===== src/aotpg_defines.vh =====
// offsets, fields and pattern words
// for the test pattern generator.
// assumes 15-bit register addresses.
`ifndef AOTPG_DEFINES_VH
`define AOTPG_DEFINES_VH

////////////////////////////////////////////////////////////////////////////
// register offsets
`define AOTPG_SOFT_RESET_CONFIG 15'h0000
`define AOTPG_DDC0_TEST_ENABLE 15'h0327
`define AOTPG_DDC1_TEST_ENABLE 15'h0347
`define AOTPG_DDC2_TEST_ENABLE 15'h0367
`define AOTPG_FOURTH_DOWNCONVERTER_TEST_ENABLE 15'h0387
`define AOTPG_CONVERTER_TEST_MODE 15'h0550
`define AOTPG_USER_PATTERN_BYTE0 15'h0551
`define AOTPG_USER_PATTERN_BYTE7 15'h0558
`define AOTPG_TRANSPORT_TEST_CONTROL 15'h0571
`define AOTPG_LINK_TEST_MODE 15'h0573
`define AOTPG_LINK_TEST_MODE_EXT 15'h0574

////////////////////////////////////////////////////////////////////////////
// fields and reset values
`define AOTPG_REG_RESET 8'h00
`define AOTPG_SOFT_RESET_CODE 8'h81
`define AOTPG_PN_LONG_RST_BIT 4
`define AOTPG_PN_SHORT_RST_BIT 5
`define AOTPG_USER_SINGLE_BIT 7
`define AOTPG_DDC_I_EN_BIT 0
`define AOTPG_DDC_Q_EN_BIT 2
`define AOTPG_SAMPLE_TEST_BIT 5

////////////////////////////////////////////////////////////////////////////
// test mode codes
`define AOTPG_MODE_OFF 4'h0
`define AOTPG_MODE_MIDSCALE 4'h1
`define AOTPG_MODE_POS_FS 4'h2
`define AOTPG_MODE_NEG_FS 4'h3
`define AOTPG_MODE_CHECKER 4'h4
`define AOTPG_MODE_PN_LONG 4'h5
`define AOTPG_MODE_PN_SHORT 4'h6
`define AOTPG_MODE_TOGGLE 4'h7
`define AOTPG_MODE_USER 4'h8
`define AOTPG_MODE_RAMP 4'hf

////////////////////////////////////////////////////////////////////////////
// pattern words, seeds, user word count and serial bit positions
`define AOTPG_WORD_MIDSCALE 14'h0000
`define AOTPG_WORD_POS_FS 14'h1fff
`define AOTPG_WORD_NEG_FS 14'h2000
`define AOTPG_WORD_CHECK_0 14'h1555
`define AOTPG_WORD_CHECK_1 14'h2aaa
`define AOTPG_WORD_ZERO 14'h0000
`define AOTPG_WORD_ONES 14'h3fff
`define AOTPG_PN_LONG_SEED 23'h00_3aff
`define AOTPG_PN_SHORT_SEED 23'h00_0092
`define AOTPG_USER_COUNT 3'h4
`define AOTPG_SPI_INSTR_BITS 5'h10
`define AOTPG_SPI_LAST_BIT 5'h17

`endif


===== src/aotpg_top.v =====
// test pattern generator, serial register port,
// sample fifo and downconverter test mux.
// assumes samples and framer share clk; serial pins async.
`timescale 1ns/1ps
`include "aotpg_defines.vh"

////////////////////////////////////////////////////////////////////////////
// sample fifo
module aotpg_fifo #(
    parameter WIDTH = 28,
    parameter DEPTH = 16,
    parameter AW = 4
)(
    input wire clk,
    input wire resetn,
    input wire in_valid,
    output wire in_ready,
    input wire [WIDTH-1:0] in_data,
    output wire out_valid,
    input wire out_ready,
    output wire [WIDTH-1:0] out_data
);
    reg [WIDTH-1:0] mem_ff [0:DEPTH-1];
    reg [AW:0] wr_ff;
    reg [AW:0] rd_ff;
    wire full;
    wire empty;
    wire push;
    wire pop;

    assign full = (wr_ff[AW-1:0] == rd_ff[AW-1:0]) && (wr_ff[AW] != rd_ff[AW]);
    assign empty = (wr_ff == rd_ff);
    assign in_ready = ~full;
    assign out_valid = ~empty;
    assign push = in_valid & ~full;
    assign pop = out_ready & ~empty;
    assign out_data = mem_ff[rd_ff[AW-1:0]];

    always @(posedge clk)
    begin
        if (push)
        begin
            mem_ff[wr_ff[AW-1:0]] <= in_data;
        end
    end

    always @(posedge clk)
    begin
        if (!resetn)
        begin
            wr_ff <= {(AW+1){1'b0}};
            rd_ff <= {(AW+1){1'b0}};
        end
        else
        begin
            if (push)
            begin
                wr_ff <= wr_ff + 1'b1;
            end
            if (pop)
            begin
                rd_ff <= rd_ff + 1'b1;
            end
        end
    end
endmodule

////////////////////////////////////////////////////////////////////////////
// What this block does
// - test mode replaces converter data with pattern
// - patterns ignore analog input, need clock
// - code 0 off, code 1 midscale zeros
// - codes 2/3 positive and negative full scale
// - code 4 checkerboard 0x1555 and 0x2aaa
// - code 5 long pseudorandom sequence, seed 0x3aff
// - code 6 short pseudorandom sequence, seed 0x092
// - code 7 toggles 0x0000 and 0x3fff
// - code 8 user patterns, repeat or single
// - code 15 ramp wrapping at 2^14
// - reset bits restart each pseudorandom generator
// - per downconverter test enables, bits 2/0
// - in-phase and quadrature both get the same pattern
// - fourth downconverter: only in-phase, bit 0
// - leaving link test needs soft reset 0x81
// - link test modes from two registers
// - transport sample test passes raw samples
// - link test bits 5:4 choose injection point
module aotpg_top #(
    parameter SAMPLE_W = 14,
    parameter DDC_W = 16,
    parameter FIFO_DEPTH = 16,
    parameter FIFO_AW = 4
)(
    input wire clk,
    input wire resetn,
    input wire spi_sclk,
    input wire spi_csb_n,
    input wire spi_sdio_in,
    output wire spi_sdio_out,
    output wire spi_sdio_oe_n,
    input wire adc_valid,
    output wire adc_ready,
    input wire [SAMPLE_W-1:0] adc_a,
    input wire [SAMPLE_W-1:0] adc_b,
    output wire link_valid,
    input wire link_ready,
    output wire [2*SAMPLE_W-1:0] link_data,
    input wire ddc_mode,
    input wire [4*DDC_W-1:0] ddc_i_in,
    input wire [4*DDC_W-1:0] ddc_q_in,
    output wire [4*DDC_W-1:0] ddc_i_out,
    output wire [4*DDC_W-1:0] ddc_q_out,
    output wire [3:0] link_test_sel,
    output wire [1:0] link_inject_point,
    output wire [7:0] link_test_ext,
    output wire transport_sample_test,
    output wire link_exit_pending
);
    ////////////////////////////////////////////////////////////////////////
    // functions
    // fourteen serial steps per sample, msb of state first out
    function [36:0] aotpg_pn14;
        input [22:0] s;
        input is_long;
        reg [22:0] t;
        reg [13:0] o;
        reg fb;
        integer k;
        begin
            t = s;
            o = 14'h0000;
            fb = 1'b0;
            for (k = 0; k < 14; k = k + 1)
            begin
                if (is_long)
                begin
                    o = {o[12:0], t[22]};
                    fb = t[22] ^ t[17];
                    t = {t[21:0], fb};
                end
                else
                begin
                    o = {o[12:0], t[8]};
                    fb = t[8] ^ t[4];
                    t = {14'h0000, t[7:0], fb};
                end
            end
            aotpg_pn14 = {o, t};
        end
    endfunction

    ////////////////////////////////////////////////////////////////////////
    // serial port pin synchronisers
    reg sclk_s1_ff;
    reg sclk_s2_ff;
    reg sclk_s3_ff;
    reg csb_s1_ff;
    reg csb_s2_ff;
    reg sdi_s1_ff;
    reg sdi_s2_ff;

    always @(posedge clk)
    begin
        if (!resetn)
        begin
            sclk_s1_ff <= 1'b0;
            sclk_s2_ff <= 1'b0;
            sclk_s3_ff <= 1'b0;
            csb_s1_ff <= 1'b1;
            csb_s2_ff <= 1'b1;
            sdi_s1_ff <= 1'b0;
            sdi_s2_ff <= 1'b0;
        end
        else
        begin
            sclk_s1_ff <= spi_sclk;
            sclk_s2_ff <= sclk_s1_ff;
            sclk_s3_ff <= sclk_s2_ff;
            csb_s1_ff <= spi_csb_n;
            csb_s2_ff <= csb_s1_ff;
            sdi_s1_ff <= spi_sdio_in;
            sdi_s2_ff <= sdi_s1_ff;
        end
    end

    wire sclk_rise = sclk_s2_ff & ~sclk_s3_ff;
    wire sclk_fall = ~sclk_s2_ff & sclk_s3_ff;

    ////////////////////////////////////////////////////////////////////////
    // serial port: 16-bit instruction then one data byte, msb first
    reg [23:0] sh_ff;
    reg [4:0] cnt_ff;
    reg rd_ff;
    reg [14:0] addr_ff;
    reg [7:0] dout_ff;
    reg sdo_ff;
    reg drive_ff;
    reg wr_stb_ff;
    reg [7:0] wr_data_ff;
    reg [7:0] rd_mux;
    wire [23:0] nxt_sh = {sh_ff[22:0], sdi_s2_ff};

    always @(posedge clk)
    begin
        if (!resetn || csb_s2_ff)
        begin
            sh_ff <= 24'h00_0000;
            cnt_ff <= 5'h00;
            rd_ff <= 1'b0;
            addr_ff <= 15'h0000;
            dout_ff <= 8'h00;
            sdo_ff <= 1'b0;
            drive_ff <= 1'b0;
            wr_stb_ff <= 1'b0;
            wr_data_ff <= 8'h00;
        end
        else
        begin
            wr_stb_ff <= 1'b0;
            if (sclk_rise && cnt_ff <= `AOTPG_SPI_LAST_BIT)
            begin
                sh_ff <= nxt_sh;
                cnt_ff <= cnt_ff + 5'h01;
                if (cnt_ff == `AOTPG_SPI_INSTR_BITS - 5'h01)
                begin
                    rd_ff <= nxt_sh[15];
                    addr_ff <= nxt_sh[14:0];
                end
                if (cnt_ff == `AOTPG_SPI_LAST_BIT && !rd_ff)
                begin
                    wr_stb_ff <= 1'b1;
                    wr_data_ff <= nxt_sh[7:0];
                end
            end
            // read data is captured once the address is known
            if (cnt_ff == `AOTPG_SPI_INSTR_BITS && !drive_ff && rd_ff)
            begin
                dout_ff <= rd_mux;
            end
            if (sclk_fall && rd_ff && cnt_ff >= `AOTPG_SPI_INSTR_BITS)
            begin
                drive_ff <= 1'b1;
                sdo_ff <= dout_ff[7];
                dout_ff <= {dout_ff[6:0], 1'b0};
            end
        end
    end

    assign spi_sdio_out = sdo_ff;
    assign spi_sdio_oe_n = ~drive_ff;

    ////////////////////////////////////////////////////////////////////////
    // register file
    reg [7:0] ddc_en_ff [0:3];
    reg [7:0] test_mode_ff;
    reg [7:0] user_ff [0:7];
    reg [7:0] transport_ff;
    reg [7:0] link_mode_ff;
    reg [7:0] link_ext_ff;
    reg exit_pend_ff;
    wire soft_rst = wr_stb_ff && addr_ff == `AOTPG_SOFT_RESET_CONFIG
        && wr_data_ff == `AOTPG_SOFT_RESET_CODE;
    wire user_hit = addr_ff >= `AOTPG_USER_PATTERN_BYTE0
        && addr_ff <= `AOTPG_USER_PATTERN_BYTE7;
    wire [2:0] user_idx = addr_ff[2:0] - 3'h1;
    integer i;

    always @(posedge clk)
    begin
        if (!resetn || soft_rst)
        begin
            for (i = 0; i < 4; i = i + 1)
            begin
                ddc_en_ff[i] <= `AOTPG_REG_RESET;
            end
            for (i = 0; i < 8; i = i + 1)
            begin
                user_ff[i] <= `AOTPG_REG_RESET;
            end
            test_mode_ff <= `AOTPG_REG_RESET;
            transport_ff <= `AOTPG_REG_RESET;
            link_mode_ff <= `AOTPG_REG_RESET;
            link_ext_ff <= `AOTPG_REG_RESET;
            exit_pend_ff <= 1'b0;
        end
        else if (wr_stb_ff)
        begin
            case (addr_ff)
                `AOTPG_DDC0_TEST_ENABLE: ddc_en_ff[0] <= wr_data_ff;
                `AOTPG_DDC1_TEST_ENABLE: ddc_en_ff[1] <= wr_data_ff;
                `AOTPG_DDC2_TEST_ENABLE: ddc_en_ff[2] <= wr_data_ff;
                `AOTPG_FOURTH_DOWNCONVERTER_TEST_ENABLE: ddc_en_ff[3] <= wr_data_ff;
                `AOTPG_CONVERTER_TEST_MODE: test_mode_ff <= wr_data_ff;
                `AOTPG_TRANSPORT_TEST_CONTROL: transport_ff <= wr_data_ff;
                `AOTPG_LINK_TEST_MODE:
                begin
                    link_mode_ff <= wr_data_ff;
                    // dropping back to normal leaves the link unsafe
                    if (link_mode_ff != 8'h00 && wr_data_ff == 8'h00)
                    begin
                        exit_pend_ff <= 1'b1;
                    end
                end
                `AOTPG_LINK_TEST_MODE_EXT: link_ext_ff <= wr_data_ff;
                default:
                begin
                    if (user_hit)
                    begin
                        user_ff[user_idx] <= wr_data_ff;
                    end
                end
            endcase
        end
    end

    always @*
    begin
        rd_mux = 8'h00;
        case (addr_ff)
            `AOTPG_DDC0_TEST_ENABLE: rd_mux = ddc_en_ff[0];
            `AOTPG_DDC1_TEST_ENABLE: rd_mux = ddc_en_ff[1];
            `AOTPG_DDC2_TEST_ENABLE: rd_mux = ddc_en_ff[2];
            `AOTPG_FOURTH_DOWNCONVERTER_TEST_ENABLE: rd_mux = ddc_en_ff[3];
            `AOTPG_CONVERTER_TEST_MODE: rd_mux = test_mode_ff;
            `AOTPG_TRANSPORT_TEST_CONTROL: rd_mux = transport_ff;
            `AOTPG_LINK_TEST_MODE: rd_mux = link_mode_ff;
            `AOTPG_LINK_TEST_MODE_EXT: rd_mux = link_ext_ff;
            default:
            begin
                if (user_hit)
                begin
                    rd_mux = user_ff[user_idx];
                end
            end
        endcase
    end

    assign link_test_sel = link_mode_ff[3:0];
    assign link_inject_point = link_mode_ff[5:4];
    assign link_test_ext = link_ext_ff;
    assign transport_sample_test = transport_ff[`AOTPG_SAMPLE_TEST_BIT];
    assign link_exit_pending = exit_pend_ff;

    ////////////////////////////////////////////////////////////////////////
    // pattern generators
    wire [3:0] mode = test_mode_ff[3:0];
    wire test_on = mode != `AOTPG_MODE_OFF;
    wire take = adc_valid & adc_ready;
    reg alt_ff;
    reg [SAMPLE_W-1:0] ramp_ff;
    reg [22:0] pnl_ff;
    reg [22:0] pns_ff;
    reg [2:0] uidx_ff;
    reg [SAMPLE_W-1:0] pat;
    wire [36:0] pnl_step = aotpg_pn14(pnl_ff, 1'b1);
    wire [36:0] pns_step = aotpg_pn14(pns_ff, 1'b0);
    wire [2:0] up = {uidx_ff[1:0], 1'b0};
    wire [15:0] user_word = {user_ff[up + 3'h1], user_ff[up]};

    always @*
    begin
        pat = `AOTPG_WORD_MIDSCALE;
        case (mode)
            `AOTPG_MODE_MIDSCALE: pat = `AOTPG_WORD_MIDSCALE;
            `AOTPG_MODE_POS_FS: pat = `AOTPG_WORD_POS_FS;
            `AOTPG_MODE_NEG_FS: pat = `AOTPG_WORD_NEG_FS;
            `AOTPG_MODE_CHECKER:
                pat = alt_ff ? `AOTPG_WORD_CHECK_1 : `AOTPG_WORD_CHECK_0;
            `AOTPG_MODE_PN_LONG: pat = pnl_step[36:23];
            `AOTPG_MODE_PN_SHORT: pat = pns_step[36:23];
            `AOTPG_MODE_TOGGLE:
                pat = alt_ff ? `AOTPG_WORD_ONES : `AOTPG_WORD_ZERO;
            `AOTPG_MODE_USER:
                pat = (uidx_ff == `AOTPG_USER_COUNT) ?
                    `AOTPG_WORD_ZERO : user_word[15:2];
            `AOTPG_MODE_RAMP: pat = ramp_ff;
            default: pat = `AOTPG_WORD_MIDSCALE;
        endcase
    end

    wire single = test_mode_ff[`AOTPG_USER_SINGLE_BIT];

    always @(posedge clk)
    begin
        if (!resetn || soft_rst)
        begin
            alt_ff <= 1'b0;
            ramp_ff <= {SAMPLE_W{1'b0}};
            pnl_ff <= `AOTPG_PN_LONG_SEED;
            pns_ff <= `AOTPG_PN_SHORT_SEED;
            uidx_ff <= 3'h0;
        end
        else
        begin
            // steps only on an accepted sample of the active mode
            if (take && (mode == `AOTPG_MODE_CHECKER
                || mode == `AOTPG_MODE_TOGGLE))
            begin
                alt_ff <= ~alt_ff;
            end
            if (take && mode == `AOTPG_MODE_RAMP)
            begin
                ramp_ff <= ramp_ff + 1'b1;
            end
            if (test_mode_ff[`AOTPG_PN_LONG_RST_BIT])
            begin
                pnl_ff <= `AOTPG_PN_LONG_SEED;
            end
            else if (take && mode == `AOTPG_MODE_PN_LONG)
            begin
                pnl_ff <= pnl_step[22:0];
            end
            if (test_mode_ff[`AOTPG_PN_SHORT_RST_BIT])
            begin
                pns_ff <= `AOTPG_PN_SHORT_SEED;
            end
            else if (take && mode == `AOTPG_MODE_PN_SHORT)
            begin
                pns_ff <= pns_step[22:0];
            end
            if (take && mode == `AOTPG_MODE_USER)
            begin
                if (uidx_ff == `AOTPG_USER_COUNT - 3'h1)
                begin
                    uidx_ff <= single ? `AOTPG_USER_COUNT : 3'h0;
                end
                else if (uidx_ff != `AOTPG_USER_COUNT)
                begin
                    uidx_ff <= uidx_ff + 3'h1;
                end
            end
        end
    end

    ////////////////////////////////////////////////////////////////////////
    // converter path; analog side not selected
    wire use_pat = test_on & ~transport_sample_test;
    wire [SAMPLE_W-1:0] ch_a = use_pat ? pat : adc_a;
    wire [SAMPLE_W-1:0] ch_b = use_pat ? pat : adc_b;

    aotpg_fifo #(
        .WIDTH(2*SAMPLE_W),
        .DEPTH(FIFO_DEPTH),
        .AW(FIFO_AW)
    ) u_fifo (
        .clk(clk),
        .resetn(resetn),
        .in_valid(adc_valid),
        .in_ready(adc_ready),
        .in_data({ch_a, ch_b}),
        .out_valid(link_valid),
        .out_ready(link_ready),
        .out_data(link_data)
    );

    ////////////////////////////////////////////////////////////////////////
    // downconverter outputs; pattern in top bits
    reg [4*DDC_W-1:0] ddc_i_ff;
    reg [4*DDC_W-1:0] ddc_q_ff;
    wire [DDC_W-1:0] pat_w = {pat, {(DDC_W-SAMPLE_W){1'b0}}};
    integer d;

    always @(posedge clk)
    begin
        if (!resetn)
        begin
            ddc_i_ff <= {(4*DDC_W){1'b0}};
            ddc_q_ff <= {(4*DDC_W){1'b0}};
        end
        else
        begin
            ddc_i_ff <= ddc_i_in;
            ddc_q_ff <= ddc_q_in;
            for (d = 0; d < 4; d = d + 1)
            begin
                if (ddc_mode && test_on
                    && ddc_en_ff[d][`AOTPG_DDC_I_EN_BIT])
                begin
                    ddc_i_ff[d*DDC_W +: DDC_W] <= pat_w;
                end
                // fourth converter never carries a quadrature pattern
                if (ddc_mode && test_on && d != 3
                    && ddc_en_ff[d][`AOTPG_DDC_Q_EN_BIT])
                begin
                    ddc_q_ff[d*DDC_W +: DDC_W] <= pat_w;
                end
            end
        end
    end

    assign ddc_i_out = ddc_i_ff;
    assign ddc_q_out = ddc_q_ff;
endmodule


===== config.mk =====
export PLATFORM = sky130hd
export DESIGN_NAME = aotpg_top
export DESIGN_NICKNAME = d
export VERILOG_FILES = /design/src/aotpg_top.v
export VERILOG_INCLUDE_DIRS = /design/src
export SDC_FILE = /design/constraint.sdc
export NUM_CORES = 1
export LEC_CHECK = 0
export BUFFER_PORTS_ARGS = -buffer_cell sky130_fd_sc_hd__buf_4
export CAP_MARGIN = 15
export CELL_PAD_IN_SITES_DETAIL_PLACEMENT = 1
export CELL_PAD_IN_SITES_GLOBAL_PLACEMENT = 1
export CORE_UTILIZATION = 49
export CTS_BUF_LIST = sky130_fd_sc_hd__clkbuf_4 sky130_fd_sc_hd__clkbuf_8 sky130_fd_sc_hd__clkbuf_16
export DETAILED_ROUTE_END_ITERATION = 12
export PLACE_DENSITY = 0.85
export SKIP_CTS_REPAIR_TIMING = 1
export SYNTH_ARGS = -nofsm -noshare
export SYNTH_HDL_FRONTEND = slang
export SYNTH_SLANG_ARGS = --single-unit

===== constraint.sdc =====
create_clock -name clk -period 4.5 [get_ports clk]
set_input_delay 0.225 -clock clk [delete_from_list [all_inputs] [get_ports clk]]
set_output_delay 0.225 -clock clk [all_outputs]
set_load 0.02 [all_outputs]

Word-level counts from Yosys, hierarchy flattened. Memories as Yosys holds them, arrays and structs flattened. A register that Yosys moved wholly into a read port is not among the register bits. Cells that the tools add are included.

Logic and storage cells: 238. Register bits after elaboration: 283. Bits of input ports: 164. Memories kept: 3. RAM bits: 544.

Memories: u_fifo.mem_ff (words 16, bits a word 28, read ports 1, clocked after Yosys merged registers in 1, wr ports 1, RTL line aotpg_top.v:23) `reg [WIDTH-1:0] mem_ff [0:DEPTH-1];`; user_ff (words 8, bits a word 8, read ports 3, clocked after Yosys merged registers in 1, wr ports 8, RTL line aotpg_top.v:256) `reg [7:0] user_ff [0:7];`; ddc_en_ff (words 4, bits a word 8, read ports 4, clocked after Yosys merged registers in 0, wr ports 4, RTL line aotpg_top.v:254) `reg [7:0] ddc_en_ff [0:3];`.

$lt $le $gt $ge: 4. Bitwise operators: 46. Eq/ne operators: 26. Add/subtract/negate cells: 7. Multiplexer cells: 57. Reductions and logical operators: 57.

Operator list (count): 2-to-1 mux 16 bit (7); one-hot mux 14 bit (8 select lines) (1); 2-to-1 mux 14 bit (5); 2-to-1 mux 8 bit (8); one-hot mux 8 bit (8 select lines) (1); == test 15 x 10 -> 1 bit, second input constant (4); == test 15 x 11 -> 1 bit, second input constant (4); bitwise XOR 1 bit (28); 2-to-1 mux 1 bit (27); logical AND 1 bit (24); OR reduction 2 bit (11); 2-to-1 mux 3 bit (6); == test 4 x 3 -> 1 bit, second input constant (4); OR reduction 8 bit (2); adder 5 x 1 -> 5 bit, second input constant (3); >= comparator 15 x 11 -> 1 bit, second input constant (1); less-or-equal comparator 15 x 11 -> 1 bit, second input constant (1); zero test 15 bit (1); adder 14 x 1 -> 14 bit, second input constant (1); AND reduction 2 bit (7); == test 5 bit, second input constant (2); inverter 1 bit (9); == test 4 x 2 -> 1 bit, second input constant (2); == test 4 bit, second input constant (2); 22 further kinds (36).

Logic depth before layout (Yosys ltp). Gate-level depths: netlist (run 1).

Word-level depth: 9. Depth in mapped cells: 12.

Cells and area by module. From an unflattened synthesis (run 1), not the netlist that was laid out.

Cells, all modules: 2446. Area, all modules: 34140.2 um2.

By module, submodules not included: aotpg_fifo (area an instance 17689.5 um2, instances 1, cells each 726); aotpg_top (area an instance 16450.8 um2, instances 1, cells each 1720).

Worst setup path before layout (run 1). No wires, ideal clock.

Path kind: reg2reg. From: register addr_ff[0]. To: memory user_ff[2][0] (enable). Path buffers: 4. Arrival: 3.445 ns. Data required time: 4.113 ns. Path slack: 0.668 ns. Stages on the path, launching flop included: 12. Path through: dfxtp_1 > clkbuf_1 > clkbuf_1 > inv_1 > ha_1 > clkbuf_1 > a21boi_0 > a211oi_1 > a2111oi_4 > buf_4 > nand2_1 > o31ai_1.

RTL lines: start: declaration (RTL line aotpg_top.v:194) `reg [14:0] addr_ff;`; start signal: assignment (RTL line aotpg_top.v:227) `addr_ff <= nxt_sh[14:0];`; end: declaration (RTL line aotpg_top.v:256).

Worst setup path after layout (run 1).
From: register test_mode_ff[1]. To: memory u_fifo.mem_ff[3][8] (data pin).

Longest elaborated chain between the ends: 3.

Ends and longest elaborated chain: start: declaration (RTL line aotpg_top.v:255) `reg [7:0] test_mode_ff;`; start signal: assignment (RTL line aotpg_top.v:280) `` test_mode_ff <= `AOTPG_REG_RESET; ``; start signal: assignment (RTL line aotpg_top.v:293) `` `AOTPG_CONVERTER_TEST_MODE: test_mode_ff <= wr_data_ff; ``; == test 4 bit (tied with other cells) (RTL line aotpg_top.v:363) `case (mode)`; one-hot mux 14 bit (8 select lines) / bitwise AND 1 bit (equally long branches) (RTL line aotpg_top.v:363, aotpg_top.v:437); 2-to-1 mux 14 bit * (RTL line aotpg_top.v:439) `wire [SAMPLE_W-1:0] ch_b = use_pat ? pat : adc_b;`; net ch_b[8] (RTL line aotpg_top.v:439); end: declaration (RTL line aotpg_top.v:23).

The timed path passes the listed nets; every way through them passes the cells marked *.

==> results of run 1 <==
[sequential cells by signal (all words and copies together) (netlist names), 3 cells and up, named ones only]
| signal | flops |
|---|---|
| addr_ff | 15 |
| cnt_ff | 5 |
| ddc_en_ff | 32 |
| ddc_i_out | 64 |
| ddc_q_out | 64 |
| dout_ff | 8 |
| link_mode_ff | 8 |
| link_test_ext | 8 |
| pnl_ff | 23 |
| pns_ff | 9 |
| ramp_ff | 14 |
| sh_ff | 15 |
| test_mode_ff | 8 |
| transport_ff | 8 |
| u_fifo.mem_ff | 448 |
| u_fifo.rd_ff | 5 |
| u_fifo.wr_ff | 5 |
| uidx_ff | 3 |
| user_ff | 64 |
| wr_data_ff | 8 |
[cell type report]
type	instances	area, µm²
fillers	6325	25700
flip-flops and latches	833	22130
multi-input cells	1314	10600
repair buffers	552	4527
clock buffers	110	2427
well taps	873	1092
clock inverters	52	726.9
inverters	18	67.56
diodes	5	12.51
[worst max path at each step]
stage / startpoint / cells after the start / endpoint
floorplan: addr_ff[0]$_SDFFE_PP0P_ / 11 / user_ff[2][0]$_SDFFCE_PN0P_
global placement: addr_ff[0]$_SDFFE_PP0P_ / 7 / ddc_en_ff[0][0]$_SDFFCE_PN0P_
detailed placement: test_mode_ff[1]$_SDFFE_PP0P_ / 4 / u_fifo.mem_ff[15][20]$_DFFE_PP_
CTS: test_mode_ff[1]$_SDFFE_PP0P_ / 4 / u_fifo.mem_ff[12][20]$_DFFE_PP_
global route: test_mode_ff[1]$_SDFFE_PP0P_ / 4 / u_fifo.mem_ff[10][8]$_DFFE_PP_
finish: test_mode_ff[1]$_SDFFE_PP0P_ / 4 / u_fifo.mem_ff[3][8]$_DFFE_PP_
[critical path, cell delays in order (launching register included)]
cell and delay [ps]:
dfxtp_1 650, and4_1 750, a222oi_1 180, and3_1 660
a21oi_1 1150
[power groups by stage]
stage / clock network [mW] / registers (mW) / logic, mW
floorplan: 0 / 8.56 / 1.01
global placement: 0 / 8.53 / 1.63
detailed placement: 0 / 8.54 / 1.70
CTS: 7.98 / 8.38 / 1.74
global route: 8.25 / 8.40 / 1.95
finish: 7.96 / 8.39 / 1.86
[layer usage]
metal  part of all wire  vias to the layer above  track usage
met1               0.36                    12100       0.3674
met2               0.51                     1411       0.5471
li1                   -                     9740            -
met5                  0                        -            0
met3              0.078                      357      0.06660
met4              0.049                        0       0.1362
[cell usage in the layout, fill, tap and decap left out, types with 11 or more instances in the layout]
master and n:
xnor2_1 33, o21ai_0 135, clkbuf_4 16, nand2_1 206, clkinv_1 11, a222oi_1 11
nor4_1 11, a21oi_1 64, inv_1 18, clkbuf_16 90, bufinv_16 14, nand4_1 12
o211ai_1 30, dlygate4sd3_1 132, nor2b_1 11, xor2_1 17, mux4_2 170, nand3_1 47
clkinv_2 13, nor2_1 193, dfxtp_1 286, ha_1 15, or4_1 12, mux2i_1 81
and2_1 55, edfxtp_1 544, and3_1 53, or3_1 12, buf_4 414
[cells by family (layout without fill, tap and decap cells)]
group | Yosys count | after routing | synth area share
other | 0 | 5 | 0
and+or+nand+nor | 667 | 667 | 0.09544
AOI/OAI and AO/OA | 321 | 321 | 0.05946
adders and majority gates | 15 | 15 | 0.005617
DFF | 833 | 833 | 0.6620
buffers and inverters | 190 | 732 | 0.02217
xor gates and xnor gates | 50 | 50 | 0.01311
muxes | 261 | 261 | 0.1422
==> results_dict.tcl, run 1 <==
set metrics [dict create \
    status "finished clean" \
    core_um2 67280 \
    synth.distinct_cells 63 \
    crit_fanout 19 \
    r2r_cells 4 \
    grtUsageTotal 0.3113 \
    maxCapViolations 0 \
    gp_congestion 0.9517 \
    cts_root_buf "clkbuf_16" \
    power_frac_clock 0.437 \
    pin_count 340 \
    cts_inserted_buffers 86 \
    htreeDepth 3 \
    clock_skew_ps 67.68 \
    cp-end-kind "register" \
    p_int_mw 13.87 \
    preCtsSetupSlack_ps 884.4 \
    combPwrFrac 0.102 \
    tns_ps 0 \
    clk_path_buf_depth 3 \
    max-slew-margin-rel 0.1407 \
    grt_max_degree 65 \
    final_area_um2 41580 \
    cts_tree "yes" \
    via_count 23608 \
    synthArstFlopShare 0 \
    worstReg2RegStart "test_mode_ff[1]$_SDFFE_PP0P_" \
    cts_num_sinks 833 \
    antenna_found_initial 6 \
    crit_arrival_ps 4060 \
    finalNonFillerCells 3757 \
    placedCellCount 3451 \
    first_global_vias 24109 \
    cp_data_required_time_ps 4770 \
    ys_warn_count 0 \
    min-delay-path-class "in -> reg" \
    synthCells 2337 \
    p_seq_frac 0.461 \
    synthMostInstantiatedCell "edfxtp_1" \
    p_leak_nw 15.08 \
    grt_pass1_wl_um 158900 \
    syn_nets 2516 \
    syn_avg_cell_area_um2 14.30 \
    r2r_setup_slack_ps 710 \
    path_class "reg -> reg" \
    portBuffers 339 \
    period_needed_ps 3786 \
    p_sw_frac 0.2382 \
    area_growth_pct 24.44 \
    nets 2984 \
    p_per_area_nw_per_um2 438.0 \
    dr.pass1.iters 9 \
    power_mw 18.21 \
    num_rows 95 \
    ys_ff_latch 833 \
    rsz0062_at_grt "no" \
    final_util 0.6181 \
    r2r_end "u_fifo.mem_ff[3][8]$_DFFE_PP_" \
    startpoint_type "register" \
    worstMarginPinSlew_ps 1286 \
    syn_area_um2 33420 \
    slew_violations 0 \
    setup_viol 0 \
    drive_gt1_frac 0.2675 \
    min_path_cells 2 \
    ys_top_cells_by_count "edfxtp_1, dfxtp_1, nand2_1" \
    die-area_um2 69240 \
    avgRoutedWirePerCell_um 30.78 \
    period_share 0.8414 \
    finalHoldViolCount 0 \
    hp-start "resetn" \
    hold_slack_ps 17.71 \
    dpl.hpwl_um 66220 \
    synth_area_leaders "edfxtp_1, dfxtp_1, mux4_2" \
    postRouteAntennaNets 0 \
    ys.flop_type "edfxtp_1" \
    clkLatencyLatePin_ps 670 \
    clkTransAtPathRegs_ps 60 \
    yosysSeqAreaShare 0.6620 \
    ir_drop_mv 0.2816 \
    synth_edf_count 544 \
    wirelength_um 115700 \
    start_util 0.4967 \
    synth.top_cell.area_share 0.4889 \
    overflow 0 \
    fmax_mhz 264.1 \
    drt-initial-drc-count 2976 \
    place_area_um2 37020 \
    setup_ws_ps 713.8 \
    synth_largest_area_cell "edfxtp_1" \
    die_x_um 263.1 \
    vias_per_cell 6.284 \
    drc 0 \
    die_h_um 263.1 \
    switching_power_mw 4.339 \
]
Note: power is estimated with default switching activity, not from simulation.
==> inputs of run 2 (changes only) <==
==> constraint.sdc (replaced) <==
create_clock -name clk -period 3.6 [get_ports clk]
set_input_delay 0.18 -clock clk [delete_from_list [all_inputs] [get_ports clk]]
set_output_delay 0.18 -clock clk [all_outputs]
set_load 0.02 [all_outputs]
==> run 2 against run 1 <==
The flow now finishes with violations (hold timing). Combinational power rose by 26%. Count of clock-buffer cells in the layout fell by 3. Hold slack got worse by 30 ps. Global-route usage rose by 0.48 points. Maximum frequency rose by 16%. Die area did not move. Sequential cell count did not move. Total power rose by 22%. Sequential power rose by 25%. Clock skew fell by 8.5 ps. Critical path type unchanged. Critical endpoint is now ddc_q_out[37]$_SDFF_PN0_. Largest cell class unchanged.
==> results_dict.tcl, run 2 (synthesized netlist as in run 1, its figures left out) <==
set metrics [dict create \
    status "finished, violations left" \
    failed_checks "hold timing" \
    power_frac_clock 0.424 \
    core_um2 67280 \
    first_global_vias 24316 \
    crit_fanout 16 \
    via_count 23905 \
    final_util 0.6194 \
    period_needed_ps 3278 \
    period_share 0.9104 \
    clkTransAtPathRegs_ps 70 \
    p_sw_frac 0.2388 \
    switching_power_mw 5.324 \
    vias_per_cell 6.319 \
    p_per_area_nw_per_um2 535.2 \
    p_seq_frac 0.471 \
    layout_common_cells "edfxtp_1, buf_4, dfxtp_1" \
    rsz0062_at_grt "no" \
    path_class "reg -> reg" \
    cts_inserted_buffers 84 \
    cp_slowest_cell "nor3b_2" \
    area_growth_pct 24.70 \
    clk_path_buf_depth 3 \
    p_int_mw 16.98 \
    maxUsedRoutingLayer "met5" \
    cp-end-kind "register" \
    combPwrFrac 0.105 \
    p_leak_nw 15.13 \
    wl_met2_um 60140 \
    setup_viol 0 \
    drt-initial-drc-count 2434 \
    die_x_um 263.1 \
    portBuffers 339 \
    die-area_um2 69240 \
    drive_gt1_frac 0.2743 \
    min_path_cells 2 \
    ir_drop_mv 0.3457 \
    wl_met3_um 9372 \
    cp_data_required_time_ps 4080 \
    tns_ps 0 \
    cts_root_buf "clkbuf_16" \
    wirelength_um 117200 \
    crit_arrival_ps 3760 \
    start_util 0.4967 \
    num_rows 95 \
    finalHoldViolCount 2 \
    htreeDepth 3 \
    max-slew-margin-rel 0.1737 \
    pin_count 340 \
    min-delay-path-class "in -> reg" \
    grt_max_degree 57 \
    maxCapViolations 0 \
    dr.pass1.iters 5 \
    antenna_found_initial 5 \
    startpoint_type "register" \
    nets 3013 \
    largest_reg_flops 448 \
    die_h_um 263.1 \
    clkLatencyLatePin_ps 670 \
    slew_violations 0 \
    overflow 0 \
    postRouteAntennaNets 0 \
    drt-met1-wl_um 41990 \
    fmax_mhz 305.1 \
    avgRoutedWirePerCell_um 30.99 \
    r2r_cells 6 \
    grt_pass1_wl_um 161400 \
    cp_cell_sequence "nand2b_1 > nor3b_2 > a222oi_1 > and3_1 > buf_4 > o21ai_0" \
    max_stage_delay_ps 780 \
    hold_slack_ps -12.37 \
    final_common_cell "edfxtp_1" \
    gp_congestion 0.9311 \
    drc 0 \
    dpl.hpwl_um 67100 \
    cts_num_sinks 833 \
    clock_skew_ps 59.21 \
    cts_tree "yes" \
    grtUsageTotal 0.3161 \
    worstMarginPinSlew_ps 1239 \
]
run 2: cell count changes in the layout (fill, tap and decap cells not counted), moves of 3 or more:
cell,delta
clkbuf_16,-5
clkbuf_4,+7
clkbuf_8,-3
buf_4,+31
run 2: per-layer routing:
metal | up-vias | GRT usage
met5 | - | 0
met4 | 2 | 0.1353
met3 | 350 | 0.05921
met2 | 1443 | 0.5540
met1 | 12308 | 0.3815
li1 | 9802 | -
run 2: stage by stage:
stage                     area [µm²]  hold slack, ps  power (mW)  setup WS [ps]  cells
after floorplan                33430           281.5       11.96         -188.3   2337
after global placement         37350           367.8       12.75          627.1   3488
after detailed placement       37350           378.5       12.84          520.3   3488
after CTS                      40330          -299.5       22.22          390.0   3646
after global routing           41660           27.27       22.81          161.7   3780
final                          41670          -12.37       22.30          322.5   3783
run 2: worst max-delay path, delay by kind of cell (launching register included):
kind	cells	cell delay, ps
buf+inv	1	300
simple gates	3	1450
compound gates	2	820
flops	1	550
run 2: worst paths after layout:
path / start / slack [ps] / endpoint
setup reg to reg: test_mode_ff[2]$_SDFFE_PP0P_ / 320 / ddc_q_out[37]$_SDFF_PN0_
hold reg to reg: csb_s1_ff$_SDFF_PN1_ / 420 / csb_s2_ff$_SDFF_PN1_
hold / removal: resetn / -10 / csb_s1_ff$_SDFF_PN1_
setup / recovery: test_mode_ff[2]$_SDFFE_PP0P_ / 320 / ddc_q_out[37]$_SDFF_PN0_
run 2: final cells by class:
type                    count  area (µm²)
fillers                  6329       25610
diodes                      4       10.01
clock buffers             107        2298
multi-input cells        1314       10620
inverters                  18       67.56
repair buffers            583        4767
flip-flops and latches    833       22130
clock inverters            51       679.4
well taps                 873        1092
run 2: power by group through the flow:
stage | clock [mW] | sequential, mW | combinational (mW)
2_1_floorplan | 0 | 10.7 | 1.26
3_3_place_gp | 0 | 10.7 | 2.07
3_5_place_dp | 0 | 10.7 | 2.14
4_1_cts | 9.52 | 10.5 | 2.20
5_1_grt | 9.85 | 10.5 | 2.45
6_report | 9.45 | 10.5 | 2.35
